==> src/include/gpe_consts.svh <==
// Register offsets, pin and line counts and reset values for the GPIO port with edge event unit.
// Assumes inclusion by bare name from the package and the design file.
`ifndef GPE_CONSTS_SVH
`define GPE_CONSTS_SVH
`define GPE_PINS           16
`define GPE_LINES          20
`define GPE_INT_LINES      4
`define GPE_ADDR_W         8
`define GPE_MODE_OFS       8'h00
`define GPE_MODE_HI_OFS    8'h04
`define GPE_IN_OFS         8'h08
`define GPE_OUT_OFS        8'h0c
`define GPE_BSR_OFS        8'h10
`define GPE_RISE_OFS       8'h14
`define GPE_FALL_OFS       8'h18
`define GPE_LMASK_OFS      8'h1c
`define GPE_EMASK_OFS      8'h20
`define GPE_SWTRIG_OFS     8'h24
`define GPE_PEND_OFS       8'h28
`define GPE_SEL_LO_OFS     8'h2c
`define GPE_SEL_HI_OFS     8'h30
`define GPE_IMASK_OFS      8'h34
`define GPE_ISTAT_OFS      8'h38
`define GPE_MODE_RST       32'h0000_0000
`define GPE_OUT_RST        16'h0000
`endif

==> src/include/gpe_pkg.sv <==
// Types for the GPIO port with edge event unit.
// Assumes the constants header is on the include path.
`include "gpe_consts.svh"
package gpe_pkg;
    // Eight pin modes, three bits per pin in the mode registers
    typedef enum logic [2:0] {
        GPE_M_ANALOG,
        GPE_M_FLOAT,
        GPE_M_PULL_UP,
        GPE_M_PULL_DOWN,
        GPE_M_OUT_OD,
        GPE_M_OUT_PP,
        GPE_M_AF_OD,
        GPE_M_AF_PP
    } gpe_mode_t;
endpackage

==> src/rtl/gpe_port.sv <==
// GPIO port of 16 pins with pin modes, set/reset output control and a 20-line edge event unit.
// Assumes an APB master on clk; pads, alternate-function outputs and internal wake sources come from outside.
`timescale 1ns/1ps
`include "gpe_consts.svh"

// How it works
// Every clock, the synchronised pad level is captured into the input register.
// Input modes disable the driver; pull-up or pull-down follows the mode.
// Output modes turn pulls off, enable the driver, keep the receiver on.
// Open-drain: bit 0 drives low, bit 1 releases the pad.
// Push-pull: bit 0 drives low, bit 1 drives high.
// Reading the output register returns the last value written.
// Reading the input register returns the pad level, not the driven value.
// Each pin has eight selectable modes held in three-bit fields.
// Set/reset register changes chosen output bits and leaves the rest alone.
// Twenty independent detectors raise interrupt requests or wake events.
// Each line triggers on rising, falling, or both edges.
// Each line has its own edge enables and interrupt and event masks.
// Lines 0 to 15 come from pins; 16 to 19 are internal sources.
// Line source select registers route any port pin to a pin-fed line.
// Software trigger register raises a line without any pin edge.
// Unmasked event lines drive a wake pulse out of the block.
// An enabled falling-edge line turns a high-to-low pin transition into a request.
// Each line compares with its previous sample and latches pending until cleared.
module gpe_port
    import gpe_pkg::*;
(
    input  wire logic                          clk,
    input  wire logic                          rst_n,
    input  wire logic                          psel,
    input  wire logic                          penable,
    input  wire logic                          pwrite,
    input  wire logic [`GPE_ADDR_W-1:0]        paddr,
    input  wire logic [31:0]                   pwdata,
    output logic      [31:0]                   prdata,
    output logic                               pready,
    output logic                               pslverr,
    input  wire logic [`GPE_PINS-1:0]          pad_in,
    output logic      [`GPE_PINS-1:0]          pad_out,
    output logic      [`GPE_PINS-1:0]          pad_oe,
    output logic      [`GPE_PINS-1:0]          pad_pull_up,
    output logic      [`GPE_PINS-1:0]          pad_pull_down,
    output logic      [`GPE_PINS-1:0]          pad_rx_en,
    input  wire logic [`GPE_PINS-1:0]          af_out,
    input  wire logic                          low_voltage_detect,
    input  wire logic                          rtc_alarm,
    input  wire logic                          usb_wakeup,
    input  wire logic                          eth_wakeup,
    output logic      [`GPE_LINES-1:0]         line_irq,
    output logic                               wake_event,
    output logic                               irq
);
    logic [`GPE_PINS-1:0]      pad_meta_reg;
    logic [`GPE_PINS-1:0]      pad_sync_reg;
    logic [`GPE_INT_LINES-1:0] src_meta_reg;
    logic [`GPE_INT_LINES-1:0] src_sync_reg;
    logic [`GPE_PINS-1:0]      in_reg;
    logic [`GPE_PINS-1:0]      out_reg;
    logic [`GPE_PINS-1:0]      out_next;
    logic [47:0]               mode_reg;
    logic [`GPE_LINES-1:0]     rise_reg;
    logic [`GPE_LINES-1:0]     fall_reg;
    logic [`GPE_LINES-1:0]     lmask_reg;
    logic [`GPE_LINES-1:0]     emask_reg;
    logic [`GPE_LINES-1:0]     pend_reg;
    logic [`GPE_LINES-1:0]     pend_next;
    logic [`GPE_LINES-1:0]     line_prev_reg;
    logic [`GPE_LINES-1:0]     line_now;
    logic [`GPE_LINES-1:0]     hit;
    logic [`GPE_LINES-1:0]     swtrig;
    logic [63:0]               sel_reg;
    logic [1:0]                imask_reg;
    logic [1:0]                istat_reg;
    logic [1:0]                istat_next;
    logic                      wr;
    logic                      rd;
    logic                      mapped;
    logic [31:0]               rdata_next;
    logic                      edge_seen;
    logic                      irq_seen;

    // Second-cycle answer: pready rises in the access phase, so every transfer has one wait state
    assign wr = psel && penable && pwrite && !pready;
    assign rd = psel && penable && !pwrite && !pready;

    always_comb begin
        mapped = 1'b1;
        rdata_next = 32'h0000_0000;
        case (paddr)
            `GPE_MODE_OFS:    rdata_next = {8'h00, mode_reg[23:0]};
            `GPE_MODE_HI_OFS: rdata_next = {8'h00, mode_reg[47:24]};
            `GPE_IN_OFS:      rdata_next = {16'h0000, in_reg};
            `GPE_OUT_OFS:     rdata_next = {16'h0000, out_reg};
            `GPE_BSR_OFS:     rdata_next = 32'h0000_0000;
            `GPE_RISE_OFS:    rdata_next = {12'h000, rise_reg};
            `GPE_FALL_OFS:    rdata_next = {12'h000, fall_reg};
            `GPE_LMASK_OFS:   rdata_next = {12'h000, lmask_reg};
            `GPE_EMASK_OFS:   rdata_next = {12'h000, emask_reg};
            `GPE_SWTRIG_OFS:  rdata_next = 32'h0000_0000;
            `GPE_PEND_OFS:    rdata_next = {12'h000, pend_reg};
            `GPE_SEL_LO_OFS:  rdata_next = sel_reg[31:0];
            `GPE_SEL_HI_OFS:  rdata_next = sel_reg[63:32];
            `GPE_IMASK_OFS:   rdata_next = {30'h0000_0000, imask_reg};
            `GPE_ISTAT_OFS:   rdata_next = {30'h0000_0000, istat_reg};
            default: begin
                mapped = 1'b0;
            end
        endcase
    end

    always_ff @(posedge clk or negedge rst_n) begin
        if (!rst_n) begin
            pready <= 1'b0;
            pslverr <= 1'b0;
            prdata <= 32'h0000_0000;
        end else begin
            pready <= psel && penable && !pready;
            pslverr <= psel && penable && !pready && !mapped;
            if (rd) begin
                prdata <= rdata_next;
            end
        end
    end

    // Pads and internal sources are asynchronous, so two stages before any use
    always_ff @(posedge clk or negedge rst_n) begin
        if (!rst_n) begin
            pad_meta_reg <= 16'h0000;
            pad_sync_reg <= 16'h0000;
            src_meta_reg <= 4'h0;
            src_sync_reg <= 4'h0;
        end else begin
            pad_meta_reg <= pad_in;
            pad_sync_reg <= pad_meta_reg;
            src_meta_reg <= {eth_wakeup, usb_wakeup, rtc_alarm, low_voltage_detect};
            src_sync_reg <= src_meta_reg;
        end
    end

    // Receiver stays on in every mode except analog, so reads see the pad in all digital modes
    always_ff @(posedge clk or negedge rst_n) begin
        if (!rst_n) begin
            in_reg <= 16'h0000;
        end else begin
            in_reg <= pad_sync_reg;
        end
    end

    always_ff @(posedge clk or negedge rst_n) begin
        if (!rst_n) begin
            mode_reg <= {`GPE_MODE_RST, 16'h0000};
        end else if (wr && paddr == `GPE_MODE_OFS) begin
            mode_reg[23:0] <= pwdata[23:0];
        end else if (wr && paddr == `GPE_MODE_HI_OFS) begin
            mode_reg[47:24] <= pwdata[23:0];
        end
    end

    // Reset half of the set/reset word wins over its set half only where set is zero
    always_comb begin
        out_next = out_reg;
        if (wr && paddr == `GPE_OUT_OFS) begin
            out_next = pwdata[15:0];
        end else if (wr && paddr == `GPE_BSR_OFS) begin
            out_next = (out_reg & ~pwdata[31:16]) | pwdata[15:0];
        end
    end

    always_ff @(posedge clk or negedge rst_n) begin
        if (!rst_n) begin
            out_reg <= `GPE_OUT_RST;
        end else begin
            out_reg <= out_next;
        end
    end

    // Pad control is registered so each pad output comes from a flip-flop
    always_ff @(posedge clk or negedge rst_n) begin
        if (!rst_n) begin
            pad_out <= 16'h0000;
            pad_oe <= 16'h0000;
            pad_pull_up <= 16'h0000;
            pad_pull_down <= 16'h0000;
            pad_rx_en <= 16'h0000;
        end else begin
            for (int i = 0; i < `GPE_PINS; i++) begin
                case (gpe_mode_t'(mode_reg[3*i +: 3]))
                    GPE_M_ANALOG: begin
                        pad_oe[i] <= 1'b0;
                        pad_out[i] <= 1'b0;
                        pad_pull_up[i] <= 1'b0;
                        pad_pull_down[i] <= 1'b0;
                        pad_rx_en[i] <= 1'b0;
                    end
                    GPE_M_FLOAT, GPE_M_PULL_UP, GPE_M_PULL_DOWN: begin
                        pad_oe[i] <= 1'b0;
                        pad_out[i] <= 1'b0;
                        pad_pull_up[i] <= (gpe_mode_t'(mode_reg[3*i +: 3]) == GPE_M_PULL_UP);
                        pad_pull_down[i] <= (gpe_mode_t'(mode_reg[3*i +: 3]) == GPE_M_PULL_DOWN);
                        pad_rx_en[i] <= 1'b1;
                    end
                    GPE_M_OUT_OD: begin
                        pad_oe[i] <= ~out_next[i];
                        pad_out[i] <= 1'b0;
                        pad_pull_up[i] <= 1'b0;
                        pad_pull_down[i] <= 1'b0;
                        pad_rx_en[i] <= 1'b1;
                    end
                    GPE_M_OUT_PP: begin
                        pad_oe[i] <= 1'b1;
                        pad_out[i] <= out_next[i];
                        pad_pull_up[i] <= 1'b0;
                        pad_pull_down[i] <= 1'b0;
                        pad_rx_en[i] <= 1'b1;
                    end
                    GPE_M_AF_OD: begin
                        pad_oe[i] <= ~af_out[i];
                        pad_out[i] <= 1'b0;
                        pad_pull_up[i] <= 1'b0;
                        pad_pull_down[i] <= 1'b0;
                        pad_rx_en[i] <= 1'b1;
                    end
                    default: begin
                        pad_oe[i] <= 1'b1;
                        pad_out[i] <= af_out[i];
                        pad_pull_up[i] <= 1'b0;
                        pad_pull_down[i] <= 1'b0;
                        pad_rx_en[i] <= 1'b1;
                    end
                endcase
            end
        end
    end

    always_ff @(posedge clk or negedge rst_n) begin
        if (!rst_n) begin
            rise_reg <= 20'h00000;
            fall_reg <= 20'h00000;
            lmask_reg <= 20'h00000;
            emask_reg <= 20'h00000;
            sel_reg <= 64'h0000_0000_0000_0000;
            imask_reg <= 2'h0;
        end else if (wr) begin
            if (paddr == `GPE_RISE_OFS) rise_reg <= pwdata[19:0];
            if (paddr == `GPE_FALL_OFS) fall_reg <= pwdata[19:0];
            if (paddr == `GPE_LMASK_OFS) lmask_reg <= pwdata[19:0];
            if (paddr == `GPE_EMASK_OFS) emask_reg <= pwdata[19:0];
            if (paddr == `GPE_SEL_LO_OFS) sel_reg[31:0] <= pwdata;
            if (paddr == `GPE_SEL_HI_OFS) sel_reg[63:32] <= pwdata;
            if (paddr == `GPE_IMASK_OFS) imask_reg <= pwdata[1:0];
        end
    end

    // Four select bits per pin-fed line pick which port pin it watches
    always_comb begin
        for (int l = 0; l < `GPE_PINS; l++) begin
            line_now[l] = in_reg[sel_reg[4*l +: 4]];
        end
        line_now[19:16] = src_sync_reg;
    end

    assign swtrig = (wr && paddr == `GPE_SWTRIG_OFS) ? pwdata[19:0] : 20'h00000;

    always_ff @(posedge clk or negedge rst_n) begin
        if (!rst_n) begin
            line_prev_reg <= 20'h00000;
        end else begin
            line_prev_reg <= line_now;
        end
    end

    assign hit = (rise_reg & line_now & ~line_prev_reg)
               | (fall_reg & ~line_now & line_prev_reg)
               | swtrig;

    // New edge wins over a write-one clear in the same cycle
    assign pend_next = (wr && paddr == `GPE_PEND_OFS) ? ((pend_reg & ~pwdata[19:0]) | hit)
                                                      : (pend_reg | hit);

    always_ff @(posedge clk or negedge rst_n) begin
        if (!rst_n) begin
            pend_reg <= 20'h00000;
            line_irq <= 20'h00000;
            wake_event <= 1'b0;
        end else begin
            pend_reg <= pend_next;
            line_irq <= pend_next & lmask_reg;
            wake_event <= |(hit & emask_reg);
        end
    end

    assign edge_seen = |(hit & ~swtrig);
    assign irq_seen = |(pend_next & lmask_reg & ~pend_reg);

    // Summary status: bit 0 any hardware edge, bit 1 any new unmasked request
    always_comb begin
        istat_next = istat_reg;
        if (wr && paddr == `GPE_ISTAT_OFS) begin
            istat_next = istat_reg & ~pwdata[1:0];
        end
        istat_next = istat_next | {irq_seen, edge_seen};
    end

    always_ff @(posedge clk or negedge rst_n) begin
        if (!rst_n) begin
            istat_reg <= 2'h0;
            irq <= 1'b0;
        end else begin
            istat_reg <= istat_next;
            irq <= |(istat_next & imask_reg);
        end
    end
endmodule

==> config.mk <==
export PLATFORM = sky130hd
export DESIGN_NAME = gpe_port
export DESIGN_NICKNAME = d
export VERILOG_FILES = /design/src/include/gpe_pkg.sv /design/src/rtl/gpe_port.sv
export VERILOG_INCLUDE_DIRS = /design/src /design/src/include
export SDC_FILE = /design/constraint.sdc
export NUM_CORES = 1
export LEC_CHECK = 0
export BUFFER_PORTS_ARGS = -buffer_cell sky130_fd_sc_hd__buf_2
export CAP_MARGIN = 20
export CORE_ASPECT_RATIO = 1.5
export CORE_MARGIN = 3
export CORE_UTILIZATION = 50
export CTS_CLUSTER_DIAMETER = 100
export DETAILED_ROUTE_END_ITERATION = 7
export GPL_TIMING_DRIVEN = 0
export PLACE_DENSITY = 0.72
export SYNTH_ARGS = -nofsm -noshare
export SYNTH_HDL_FRONTEND = slang
export SYNTH_SLANG_ARGS = --single-unit
==> constraint.sdc <==
create_clock -name clk -period 3.24 [get_ports clk]
set_input_delay 0.648 -clock clk [delete_from_list [all_inputs] [get_ports clk]]
set_output_delay 0.648 -clock clk [all_outputs]
set_load 0.005 [all_outputs]
==> qor.yml <==
grt:
  grt_antenna_before_repair: 4
  track_usage: 0.387
  grt_pass1_vias: 16500
  gr-total-overflow: 0
  grt_max_degree: 126
  grt_pass1_wl_um: 119000
yosys:
  ys_seq_area_frac: 0.545
  synthDistinctLibCells: 61
  syn_area_per_cell_um2: 12.1
  synth_ff_type: "dfrtp_1"
  async_reset_ff_frac: 1.00
  ys_ff_latch: 444
  synthCells: 1689
  yosysWarnings: 0
  synth_area_um2: 20400
  synth_nets: 1770
  synth_edf_count: 0
floorplanning:
  coreArea_um2: 40200
  die_h_um: 253
  die-area_um2: 43300
  row_count: 90
  num_io_pins: 217
  die-width_um: 171
  start_util: 0.507
clock_network:
  clock_sinks: 444
  cts_buffers: 45
  clkSlewWorstSetupHoldPaths_ps: 60
  postCtsHoldBufs: 0
  insertion_delay_ps: 590
  root_buffer: "clkbuf_16"
  cts_tree: "built"
  h-tree-depth: 2
  clockBufferDepth: 3
setup_path:
  cp-start-kind: "flip-flop"
  crit_chain: "mux4_2 -> mux2i_4 -> mux2i_4 -> mux2i_4 -> or4_4 -> or4_1 -> a2111o_1 -> a22o_1"
  rr_endpoint: "irq"
  worstPathArrival_ps: 3950
  crit_slowest_cell: "or4_4"
  critPathMaxStageDelay_ps: 560
  reg2reg_depth: 8
  r2r-start: "in_reg[7]"
  cp.required_ps: 3680
  crit_path_end_kind: "flip-flop"
  startpoint: "in_reg[7]"
  worstPathMaxFanout: 8
  rrSetupSlack_ps: -260
  path_common_cell: "mux2i_4"
  path_class: "reg2reg"
run:
  cap_violations: 0
finish:
  fill_cells: 3227
  largest_reg_flops: 64
  final_nets: 2056
  syn2layout_area_growth_pct: 20.1
  insertedDiodeCount: 0
  final_cells: 2517
  drive_above_1_share: 0.320
timing:
  post-route-period-util: 1.08
  layout_min_cycle_time_ps: 3500
  finalWorstSetupSlack_ps: -263
  tightest_slew_ps: 1250
  slew_violations: 0
  fin_worst_skew_ps: 25.7
  hold_viol: 0
  setup_viol: 5
  rsz0062_at_grt: "true"
  max_freq_mhz: 285
  relSlewSlack: 0.168
  fin_tns_setup_ps: -408
placement:
  numPortBuffers: 216
  gp_congestion: 0.992
  dp_hpwl_um: 62900
  placedCellCount: 2419
route:
  via_per_inst: 6.77
  ant_nets: 0
  vias: 17000
  drc: 0
  wl_per_cell_um: 33.8
  routed_wl_um: 85000
  drtIter0Drc: 2047
  first_pass_iters: 8
power_and_ir_drop:
  peakVddDrop_mv: 0.502
  power.density_nw_per_um2: 521
  p_leak_nw: 11.3
outcome:
  violations: "negative setup slack"
  status: "finished, violations left"
min_path:
  hold_path.class: "in2async"
-- report_power, final --
| group | total, mW | internal, mW | switching, mW |
|---|---|---|---|
| sequential | 5.94 | 5.74 | 0.198 |
| combinational | 0.923 | 0.368 | 0.555 |
| clock | 5.89 | 3.53 | 2.36 |
| total | 12.8 | 9.64 | 3.11 |
-- final cells by class --
type | instances | area (um^2) | area share
Timing Repair Buffer | 249 | 1410 | 0.0577
Clock buffer | 58 | 1270 | 0.0521
Multi-Input combinational cell | 1093 | 8980 | 0.367
Inverter | 40 | 150 | 0.00613
Tap cell | 506 | 633 | 0.0259
Clock inverter | 25 | 398 | 0.0163
Sequential cell | 444 | 11100 | 0.455
Buffer | 102 | 499 | 0.0204
-- worst max path at each step --
stage / to / cells past startpoint / slack (ps)
after floorplan: irq / 8 / 60
after global placement: pad_meta_reg[11] / 1 / -7120
after detailed placement: irq / 10 / -1750
after CTS: irq / 8 / -250
after global routing: irq / 8 / -270
final: irq / 8 / -260
-- metrics by stage --
| step | power, mW | hold slack (ps) | utilization | cell area, um^2 | worst slack [ps] |
|---|---|---|---|---|---|
| 6_report | 12.8 | 87.9 | 0.609 | 24500 | -263 |
| 2_1_floorplan | 6.33 | 331 | - | 20400 | 61.4 |
| 3_5_place_dp | 6.88 | 335 | 0.554 | 22300 | -1750 |
| 4_1_cts | 12.7 | 118 | 0.604 | 24300 | -251 |
| 3_3_place_gp | 6.84 | 332 | 0.550 | 22100 | -7120 |
| 5_1_grt | 13.1 | 141 | 0.609 | 24500 | -273 |
-- logic make-up after synthesis --
kind of cell | count (synthesis) | synth area share
flip-flops | 444 | 0.545
AO/OA/AOI/OAI | 354 | 0.127
buffers and inverters | 152 | 0.0294
multiplexers | 277 | 0.188
AND/OR/NAND/NOR | 462 | 0.111
-- metal layers --
layer | routed length [um] | vias to the layer above | GRT usage
li1 | - | 6841 | -
met1 | 31300 | 8714 | 0.502
met2 | 39400 | 1178 | 0.612
met3 | 7700 | 300 | 0.0665
met4 | 6630 | 2 | 0.231
met5 | 13 | - | 0
-- layout by cell type, fill, tap and decap left out, types with 20 or more instances in the layout --
| cell | n |
|---|---|
| a21o_1 | 22 |
| a21oi_1 | 21 |
| a221oi_1 | 51 |
| a22o_1 | 31 |
| a22oi_1 | 36 |
| a31oi_1 | 24 |
| and2_1 | 27 |
| and3_1 | 20 |
| buf_2 | 222 |
| buf_4 | 31 |
| clkbuf_1 | 62 |
| clkbuf_16 | 45 |
| dfrtp_1 | 426 |
| inv_1 | 40 |
| mux2_2 | 149 |
| mux2i_1 | 36 |
| mux4_2 | 64 |
| nand2_1 | 212 |
| nor2_1 | 60 |
| nor3b_1 | 27 |
| o21ai_0 | 78 |
-- synthesized netlist by cell type, types with 21 or more instances --
cell | n | area share
dfrtp_1 | 444 | 0.54
nand2_1 | 213 | 0.039
mux2_2 | 151 | 0.083
clkbuf_1 | 92 | 0.017
o21ai_0 | 78 | 0.019
nor2_1 | 64 | 0.012
mux2i_1 | 58 | 0.028
mux4_2 | 58 | 0.064
a221oi_1 | 53 | 0.023
inv_1 | 40 | 0.0074
a22oi_1 | 36 | 0.013
a22o_1 | 31 | 0.013
and2_1 | 27 | 0.0083
nor3b_1 | 27 | 0.0099
a31oi_1 | 24 | 0.0074
a21o_1 | 22 | 0.0081
a21oi_1 | 22 | 0.0054
and3_1 | 21 | 0.0064
-- timing repair --
item                                   4_1_cts  5_1_grt
pin swaps                                    5        6
setup endpoints to repair                   50       40
resized for setup                          102       40
buffers inserted                            16        9
endpoints found under the hold margin        0        0
-- critical path: cells and delay by family (launching register included) --
kind,cells,cell delay [ps]
AOI/OAI and AO/OA,2,720
DFF,1,510
muxes,4,1090
and+or+nand+nor,2,1030
Power figures use the tool's default switching activity.
